**config.mk**
```make
export PLATFORM = sky130hd
export DESIGN_NAME = bfh_sequencer
export DESIGN_NICKNAME = d
export VERILOG_FILES = /design/src/bfh_pkg.sv /design/src/bfh_sequencer.sv /design/src/bfh_oc_counter.sv
export VERILOG_INCLUDE_DIRS = /design/src /design/src/src
export SDC_FILE = /design/constraint.sdc
export NUM_CORES = 1
export LEC_CHECK = 0
export BUFFER_PORTS_ARGS = -buffer_cell sky130_fd_sc_hd__buf_2
export CORE_AREA = 5 5 135 111
export DETAILED_ROUTE_END_ITERATION = 8
export DIE_AREA = 0 0 140 116
export HOLD_SLACK_MARGIN = 0.15
export PLACE_DENSITY_LB_ADDON = 0.15
export SYNTH_ARGS = -nofsm -noshare
export SYNTH_HDL_FRONTEND = slang
export SYNTH_HIERARCHICAL = 1
export SYNTH_SLANG_ARGS = --single-unit
```
**constraint.sdc**
```tcl
create_clock -name clk -period 3.3 [get_ports clk]
set_input_delay 0.165 -clock clk [delete_from_list [all_inputs] [get_ports clk]]
set_output_delay 0.165 -clock clk [all_outputs]
set_load 0.1 [all_outputs]
```
**src/bfh_regs.svh**
```systemverilog
// Constants for the buck fault and hiccup sequencer
`ifndef BFH_REGS_SVH
`define BFH_REGS_SVH
`define BFH_CLK_HZ        20000000
`define BFH_HICCUP_MS     10
`define BFH_OC_LIMIT      8
`define BFH_OC_QUIET      2
`define BFH_SS_STEP_MAX   8'hFF
`define BFH_CFG_DEM_BIT   3
`define BFH_CFG_PH_MSB    2
`define BFH_CFG_PH_LSB    0
`endif

```
**src/bfh_pkg.sv**
```systemverilog
// Types for the buck fault and hiccup sequencer
package bfh_pkg;
   typedef enum logic [2:0] {
      BFH_ST_CFG    = 3'h0,
      BFH_ST_LOCK   = 3'h1,
      BFH_ST_SOFT   = 3'h3,
      BFH_ST_RUN    = 3'h2,
      BFH_ST_HICCUP = 3'h6,
      BFH_ST_THERM  = 3'h7
   } bfh_state_t;
   typedef enum logic [2:0] {
      BFH_PH_0 = 3'h0, BFH_PH_60 = 3'h1, BFH_PH_90 = 3'h2, BFH_PH_120 = 3'h3,
      BFH_PH_180 = 3'h4, BFH_PH_240 = 3'h5, BFH_PH_270 = 3'h6, BFH_PH_300 = 3'h7
   } bfh_phase_t;
endpackage : bfh_pkg

```
**src/bfh_sequencer.sv**
```systemverilog
// Buck phase fault handling, hiccup timing and restart sequencer
// Contract
// - Over-temperature forces both gate drives off
// - Over-temperature pulls share bus and power-ok low
// - Hold share bus until over-temperature clears
// - After thermal release: straps, PLL lock, soft-start
// - Peak current limit kills high side immediately
// - Count OC cycles; two quiet cycles clear
// - Eight consecutive OC cycles enter hiccup
// - Average current over or under enters hiccup
// - Hiccup holds off 10ms then restarts
// - Diode emulation: zero crossing kills low side
// - Diode emulation forced during soft-start
// - Share bus low until own PLL locked
// - Fault pulls bus low; low bus stops drives
// - Up to six phases; strap selects shift
// - Master or follower synchronised with phase shift
// - Strap decodes emulation enable and phase delay
`timescale 1ns/1ps
`include "bfh_regs.svh"
module bfh_sequencer
   import bfh_pkg::*;
#(
   parameter int CLK_HZ    = `BFH_CLK_HZ,
   parameter int HICCUP_MS = `BFH_HICCUP_MS,
   parameter int HICCUP_CYC = (CLK_HZ / 1000) * HICCUP_MS,
   parameter int SS_STEPS  = 256
) (
   // Clock and reset
   input  wire logic       clk,
   input  wire logic       rstn,
   // Comparator flags, asynchronous
   input  wire logic       over_temp,
   input  wire logic       peak_oc,
   input  wire logic       avg_over,
   input  wire logic       avg_under,
   input  wire logic       zero_cross,
   input  wire logic       pll_locked,
   // Switching cycle and PWM requests
   input  wire logic       cycle_tick,
   input  wire logic       pwm_high,
   input  wire logic       pwm_low,
   // Straps
   input  wire logic [3:0] config_strap,
   input  wire logic [2:0] ss_strap,
   input  wire logic       master_sel,
   // Shared bus, open drain
   input  wire logic       share_bus_in,
   output logic            share_bus_out,
   output logic            share_bus_oe_n,
   // Outputs
   output logic            high_side_gate,
   output logic            low_side_gate,
   output logic            power_ok_out,
   output logic            diode_emulation,
   output bfh_pkg::bfh_phase_t phase_sel,
   output logic            phase_master,
   output logic [7:0]      soft_start_level,
   output logic [2:0]      ss_setting
);
   import bfh_pkg::*;

   initial begin
      if (HICCUP_CYC < 1 || SS_STEPS < 2 || SS_STEPS > 256)
         $error("bfh_sequencer: unsupported parameters");
   end

   ////////////////////////////////////////////////////////////////////////////
   // Reset release and input synchronisers
   logic [1:0] rst_sync_q;
   logic       rst_n;
   always_ff @(posedge clk or negedge rstn) begin
      if (!rstn) rst_sync_q <= 2'b00;
      else       rst_sync_q <= {rst_sync_q[0], 1'b1};
   end
   assign rst_n = rst_sync_q[1];

   localparam int NSYNC = 7;
   logic [NSYNC-1:0] s1_q, s2_q;
   always_ff @(posedge clk or negedge rst_n) begin
      if (!rst_n) begin
         s1_q <= '0;
         s2_q <= '0;
      end else begin
         s1_q <= {over_temp, peak_oc, avg_over, avg_under, zero_cross, pll_locked,
                  share_bus_in};
         s2_q <= s1_q;
      end
   end
   logic ot, poc, aov, aun, zc, lock, bus_hi;
   assign {ot, poc, aov, aun, zc, lock, bus_hi} = s2_q;

   ////////////////////////////////////////////////////////////////////////////
   // Sequencer state
   bfh_state_t  st_q, st_d;
   logic [31:0] tmr_q, tmr_d;
   logic [3:0]  cfg_q, cfg_d;
   logic [2:0]  ss_q, ss_d;
   logic        mst_q, mst_d;
   logic [7:0]  lvl_q, lvl_d;
   logic        oc_trip, oc_clear;

   function automatic logic dem_of(input logic [3:0] c);
      return c[`BFH_CFG_DEM_BIT];
   endfunction

   always_comb begin
      st_d     = st_q;
      tmr_d    = tmr_q;
      cfg_d    = cfg_q;
      ss_d     = ss_q;
      mst_d    = mst_q;
      lvl_d    = lvl_q;
      oc_clear = 1'b0;
      if (ot) begin
         st_d  = BFH_ST_THERM;
         lvl_d = 8'h00;
      end else begin
         case (st_q)
            BFH_ST_THERM: begin
               st_d = BFH_ST_CFG;
            end
            BFH_ST_CFG: begin
               cfg_d    = config_strap;
               ss_d     = ss_strap;
               mst_d    = master_sel;
               lvl_d    = 8'h00;
               oc_clear = 1'b1;
               st_d     = BFH_ST_LOCK;
            end
            BFH_ST_LOCK: begin
               if (lock && bus_hi) st_d = BFH_ST_SOFT;
            end
            BFH_ST_SOFT: begin
               if (!bus_hi) begin
                  st_d = BFH_ST_HICCUP;
                  tmr_d = 32'h0;
               end else if (cycle_tick) begin
                  if (lvl_q == 8'(SS_STEPS - 1)) st_d = BFH_ST_RUN;
                  else lvl_d = lvl_q + 8'h01;
               end
            end
            BFH_ST_RUN: begin
               if (oc_trip || aov || aun || !bus_hi || !lock) begin
                  st_d  = BFH_ST_HICCUP;
                  tmr_d = 32'h0;
               end
            end
            BFH_ST_HICCUP: begin
               oc_clear = 1'b1;
               lvl_d    = 8'h00;
               if (tmr_q == 32'(HICCUP_CYC - 1)) st_d = BFH_ST_CFG;
               else tmr_d = tmr_q + 32'h1;
            end
            default: st_d = BFH_ST_CFG;
         endcase
      end
   end

   always_ff @(posedge clk or negedge rst_n) begin
      if (!rst_n) begin
         st_q  <= BFH_ST_CFG;
         tmr_q <= 32'h0;
         cfg_q <= 4'h0;
         ss_q  <= 3'h0;
         mst_q <= 1'b0;
         lvl_q <= 8'h00;
      end else begin
         st_q  <= st_d;
         tmr_q <= tmr_d;
         cfg_q <= cfg_d;
         ss_q  <= ss_d;
         mst_q <= mst_d;
         lvl_q <= lvl_d;
      end
   end

   bfh_oc_counter #(
      .LIMIT (`BFH_OC_LIMIT),
      .QUIET (`BFH_OC_QUIET)
   ) u_oc (
      .clk        (clk),
      .rst_n      (rst_n),
      .cycle_tick (cycle_tick),
      .oc_flag    (poc),
      .clear      (oc_clear),
      .oc_trip    (oc_trip)
   );

   ////////////////////////////////////////////////////////////////////////////
   // Gate drives: combinational so peak current cuts the high side at once
   logic switching, dem_on, bus_low_drive;
   assign switching = (st_q == BFH_ST_SOFT) || (st_q == BFH_ST_RUN);
   // Emulation stays on while ramping regardless of strap
   assign dem_on = (st_q != BFH_ST_RUN) || dem_of(cfg_q);
   assign high_side_gate = switching && !ot && bus_hi && pwm_high && !poc;
   assign low_side_gate  = switching && !ot && bus_hi && pwm_low
                           && !(dem_on && zc);
   assign diode_emulation = dem_on;

   // Bus held low by fault, lock wait or restart; released once locked, before soft-start
   assign bus_low_drive = ot || (st_q == BFH_ST_THERM) || (st_q == BFH_ST_HICCUP)
                          || (st_q == BFH_ST_CFG) || !lock;
   assign share_bus_out  = 1'b0;
   assign share_bus_oe_n = !bus_low_drive;

   logic pok_q;
   always_ff @(posedge clk or negedge rst_n) begin
      if (!rst_n) pok_q <= 1'b0;
      else        pok_q <= (st_q == BFH_ST_RUN) && !ot;
   end
   assign power_ok_out = pok_q && !ot;

   assign phase_sel        = bfh_phase_t'(cfg_q[`BFH_CFG_PH_MSB:`BFH_CFG_PH_LSB]);
   assign phase_master     = mst_q;
   assign soft_start_level = lvl_q;
   assign ss_setting       = ss_q;

   ////////////////////////////////////////////////////////////////////////////
   // Checks
   a_ot_gates_off: assert property (@(posedge clk) disable iff (!rst_n)
      ot |-> !high_side_gate && !low_side_gate) else $error("gates on in thermal");
   a_ot_bus_low: assert property (@(posedge clk) disable iff (!rst_n)
      ot |-> !share_bus_oe_n && !power_ok_out) else $error("bus released in thermal");
   a_ot_release: assert property (@(posedge clk) disable iff (!rst_n)
      $fell(ot) |-> st_q == BFH_ST_THERM ##1 st_q == BFH_ST_CFG) else $error("no restart");
   a_peak_hs_off: assert property (@(posedge clk) disable iff (!rst_n)
      poc |-> !high_side_gate) else $error("high side on at peak");
   a_avg_hiccup: assert property (@(posedge clk) disable iff (!rst_n)
      (st_q == BFH_ST_RUN && (aov || aun) && !ot) |=> st_q == BFH_ST_HICCUP)
      else $error("no hiccup on average fault");
   a_hiccup_len: assert property (@(posedge clk) disable iff (!rst_n)
      (st_q == BFH_ST_HICCUP && tmr_q == 32'(HICCUP_CYC - 1) && !ot) |=> st_q == BFH_ST_CFG)
      else $error("hiccup length wrong");
   a_zc_ls_off: assert property (@(posedge clk) disable iff (!rst_n)
      (dem_on && zc) |-> !low_side_gate) else $error("low side on at zero cross");
   a_dem_soft: assert property (@(posedge clk) disable iff (!rst_n)
      st_q == BFH_ST_SOFT |-> diode_emulation) else $error("emulation off in soft-start");
   a_lock_bus: assert property (@(posedge clk) disable iff (!rst_n)
      !lock |-> !share_bus_oe_n) else $error("bus released before lock");
   a_bus_stop: assert property (@(posedge clk) disable iff (!rst_n)
      !bus_hi |-> !high_side_gate && !low_side_gate) else $error("drive with bus low");
   a_restart_zero: assert property (@(posedge clk) disable iff (!rst_n)
      (st_q == BFH_ST_SOFT && $past(st_q) == BFH_ST_LOCK) |-> lvl_q == 8'h00)
      else $error("soft-start not from zero");

   c_thermal: cover property (@(posedge clk) disable iff (!rst_n) $fell(ot));
   c_oc_hiccup: cover property (@(posedge clk) disable iff (!rst_n)
      st_q == BFH_ST_RUN && oc_trip);
   c_run: cover property (@(posedge clk) disable iff (!rst_n) $rose(power_ok_out));
   c_restart: cover property (@(posedge clk) disable iff (!rst_n)
      st_q == BFH_ST_HICCUP ##1 st_q == BFH_ST_CFG);
endmodule : bfh_sequencer

```
**src/bfh_oc_counter.sv**
```systemverilog
// Peak overcurrent cycle counter with quiet-cycle clear
`timescale 1ns/1ps
`include "bfh_regs.svh"
module bfh_oc_counter #(
   parameter int LIMIT = `BFH_OC_LIMIT,
   parameter int QUIET = `BFH_OC_QUIET
) (
   // Clock and reset
   input  wire logic clk,
   input  wire logic rst_n,
   // Switching cycle events
   input  wire logic cycle_tick,
   input  wire logic oc_flag,
   input  wire logic clear,
   // Result
   output logic      oc_trip
);
   initial begin
      if (LIMIT < 2 || LIMIT > 255 || QUIET < 1 || QUIET > 255)
         $error("bfh_oc_counter: unsupported LIMIT or QUIET");
   end

   logic [7:0] cnt_q, cnt_d;
   logic [7:0] quiet_q, quiet_d;
   logic       seen_q, seen_d;
   logic       trip_q, trip_d;

   always_comb begin
      cnt_d   = cnt_q;
      quiet_d = quiet_q;
      seen_d  = seen_q | oc_flag;
      trip_d  = trip_q;
      if (clear) begin
         cnt_d   = 8'h00;
         quiet_d = 8'h00;
         seen_d  = 1'b0;
         trip_d  = 1'b0;
      end else if (cycle_tick) begin
         seen_d = 1'b0;
         if (seen_q || oc_flag) begin
            quiet_d = 8'h00;
            if (cnt_q != 8'(LIMIT)) cnt_d = cnt_q + 8'h01;
            if (cnt_q == 8'(LIMIT - 1)) trip_d = 1'b1;
         end else begin
            if (quiet_q == 8'(QUIET - 1)) begin
               // A quiet clear ends the run of overcurrent cycles, so the trip goes too
               cnt_d   = 8'h00;
               quiet_d = 8'h00;
               trip_d  = 1'b0;
            end else begin
               quiet_d = quiet_q + 8'h01;
            end
         end
      end
   end

   always_ff @(posedge clk or negedge rst_n) begin
      if (!rst_n) begin
         cnt_q   <= 8'h00;
         quiet_q <= 8'h00;
         seen_q  <= 1'b0;
         trip_q  <= 1'b0;
      end else begin
         cnt_q   <= cnt_d;
         quiet_q <= quiet_d;
         seen_q  <= seen_d;
         trip_q  <= trip_d;
      end
   end

   assign oc_trip = trip_q;

   a_trip_after_limit: assert property (@(posedge clk) disable iff (!rst_n)
      trip_q |-> (cnt_q == 8'(LIMIT)) || $past(clear)) else $error("trip without full count");
endmodule : bfh_oc_counter

```
==> impl_metrics.json <==
{
  "status": "finished, final reports clean",
  "worst-endpoint-arrival_ns": 2.82,
  "tns_ns": 0,
  "rsz0062_at_grt": "no",
  "tritoncts": "done",
  "grt_max_degree": 40,
  "ys_seq_elements": 86,
  "critPathRequiredTime_ns": 3.55,
  "setup.worst_path.class": "flop to flop",
  "finalSetupViolCount": 0,
  "viasPerCell": 5.45,
  "wl_per_cell_um": 16.1,
  "syn_area_um2": 4610,
  "gp_congestion": 0.820,
  "async_flop_share_pct": 100,
  "ctsLongestPathBuffers": 2,
  "cts_root_buf": "clkbuf_16",
  "cp_slowest_cell": "nor2_1",
  "cts.clk_slew.worst_paths_ns": 0.06,
  "drive_gt1_share_pct": 18.0,
  "fin_worst_skew_ns": 0.00814,
  "met2_wirelength_mm": 4.95,
  "path_buf_inv": 1,
  "ios": 41,
  "relSlewSlack_pct": 41.0,
  "dp_hpwl_mm": 7.83,
  "fin_cells": 702,
  "crit_chain": "clkinv_1 > nand3_1 > nor2_1 > nand2b_1 > o31ai_1",
  "grt_use_total_pct": 14.4,
  "syn_inst": 466,
  "nNetsFinal": 543,
  "crit_fanout": 14,
  "diodes": 0,
  "synth_edf_count": 0,
  "avgSynthCellArea_um2": 9.90,
  "drtAntennaViolNets": 0,
  "dieArea_um2": 16200,
  "drtPass1Iterations": 5,
  "start_util_pct": 34.4,
  "clkSinkCount": 86,
  "critPathTopFamily": "simple AND/OR/NAND/NOR gates",
  "slowest_delay_ns": 0.75,
  "placed_cells": 668,
  "routed_wl_mm": 11.3,
  "cap_violations": 0,
  "num_rows": 38,
  "core_area_um2": 13400,
  "highest_layer": "met4",
  "drt-initial-drc-count": 254,
  "grt_pass1_vias": 3658,
  "powerDensity_nw_per_um2": 563,
  "cp-end-kind": "flop",
  "synthFlopType": "dfrtp_1",
  "wl_met3_um": 529,
  "cp-start-kind": "flop",
  "min_period_over_period_pct": 78.1,
  "leakage_nw": 2.30,
  "die_w_um": 140,
  "area_growth_pct": 18.8,
  "numCtsBuffers": 9,
  "htree_num_levels": 3,
  "hold_viol": 0,
  "drc": 0,
  "insertion_delay_ns": 0.34,
  "worst_pin_slew_ns": 0.877,
  "fp.dieH_um": 116,
  "antenna_found_initial": 0,
  "fmax_mhz": 388,
  "ys_warn_count": 6,
  "period_needed_ns": 2.58,
  "ys_seq_area_share_pct": 46.7,
  "grt-ovfl-total": 0,
  "peakVddDrop_mv": 0.399,
  "grt_pass1_wl_mm": 18.9,
  "maxSlewViolCount": 0,
  "num_vias": 3829,
  "fillers": 1314,
  "synth.distinct_cells": 69,
  "port_buffers": 39,
  "wl_met1_mm": 5.73,
  "synthesis.nets": 492,
  "min_path_type": "flop to async pin"
}
-- synthesized netlist by cell type (all sizes together) (8+ instances only) --
cell	instances	area share (%)
a21oi	14	1.5
a31oi	8	1.1
and3	10	1.4
buf	20	3.1
dfrtp	86	47
inv	13	1.1
mux2	9	2.2
nand2	43	3.7
nand2b	9	1.2
nand3	22	2.5
nand4	26	4.2
nor2	30	2.4
nor3	12	1.4
nor4	12	2.7
o21ai	38	4.2
or3	8	1.1
-- registers in the layout (all words and copies together), names as in the netlist, 2 cells and up --
| register | cells |
|---|---|
| tmr_q | 32 |
| soft_start_level | 8 |
| u_oc/cnt_q | 8 |
| u_oc/quiet_q | 8 |
| s1_q | 7 |
| s2_q | 7 |
| cfg_q | 4 |
| ss_setting | 3 |
| st_q | 3 |
| rst_sync_q | 2 |
-- metrics by stage --
step / cell area, um2 / power (W) / hold slack, ns / util (%) / setup slack [ns]
after global placement: 4940 / 0.00188 / -0.0430 / 36.9 / 0.707
after CTS: 5480 / 0.00313 / 0.230 / 40.9 / 0.679
after detailed placement: 4940 / 0.00189 / -0.0419 / 36.9 / 0.690
final: 5480 / 0.00309 / 0.216 / 40.9 / 0.724
after floorplan: 4620 / 0.00178 / -0.131 / - / 0.0482
after global routing: 5480 / 0.00322 / 0.244 / 40.9 / 0.575
-- per-layer routing --
layer	up-vias	track usage (%)
met3	6	3.63
met5	-	0
met2	81	21.1
met1	1894	20.8
met4	0	4.78
li1	1848	-
-- area by class of cell --
class	count	area [um2]	area share, %
clock buffers	11	253	4.61
flip-flops and latches	86	2160	39.3
clock inverters	5	105	1.92
inverters	14	52.6	0.959
multi-input cells	341	2250	41.1
repair buffers	65	435	7.95
well taps	180	225	4.11
-- repair_timing --
item	in CTS	in global routing
setup buffers	0	0
endpoints found under the hold margin	18	0
gates resized for setup	0	0
hold buffers	18	0
-- logic make-up (layout without fill, tap and decap cells) --
kind of cell / count (synthesis) / in the layout / share of synthesized area [%]
and+or+nand+nor: 201 / 201 / 25.7
AOI/OAI and AO/OA: 109 / 109 / 16.3
DFF: 86 / 86 / 46.7
buffers and inverters: 39 / 95 / 4.61
muxes: 14 / 14 / 3.28
xor gates and xnor gates: 9 / 9 / 1.71
adders and majority gates: 6 / 6 / 1.63
other: 2 / 2 / 0.163
-- final timing paths --
| path | slack [ns] | cells after the start | startpoint | to |
|---|---|---|---|---|
| worst max-delay path | 0.72 | 5 | st_q[0]$_DFFE_PN0P_ | tmr_q[19]$_DFFE_PN0P_ |
| worst min-delay path | 0.22 | 0 | rst_sync_q[1]$_DFF_PN0_ | tmr_q[30]$_DFFE_PN0P_ |
| worst max register to register | 0.72 | 5 | st_q[0]$_DFFE_PN0P_ | tmr_q[19]$_DFFE_PN0P_ |
| worst min register to register | 0.22 | 0 | rst_sync_q[1]$_DFF_PN0_ | tmr_q[30]$_DFFE_PN0P_ |
| max in group asynchronous | 2.25 | 1 | rst_sync_q[1]$_DFF_PN0_ | soft_start_level[7]$_DFFE_PN0P_ |
| min in group clk | 0.35 | 0 | s1_q[4]$_DFF_PN0_ | s2_q[4]$_DFF_PN0_ |
-- where the power goes --
group	leakage (nW)	internal (W)	total, W	switching [W]
sequential	1.13	0.00114	0.00122	0.0000831
combinational	1.00	0.000170	0.000664	0.000495
clock	0.168	0.000781	0.00120	0.000421
-- placed cells by master (no fill, tap or decap), types with 11 or more instances in the layout --
cell and n:
a21oi_1 14, buf_2 39, dfrtp_1 85, dlygate4sd3_1 18
inv_1 13, nand2_1 40, nand3_1 21, nand4_1 24
nor2_1 30, nor3_1 11, o21ai_0 25, o21ai_1 12
(Power assumes the default switching activity.)
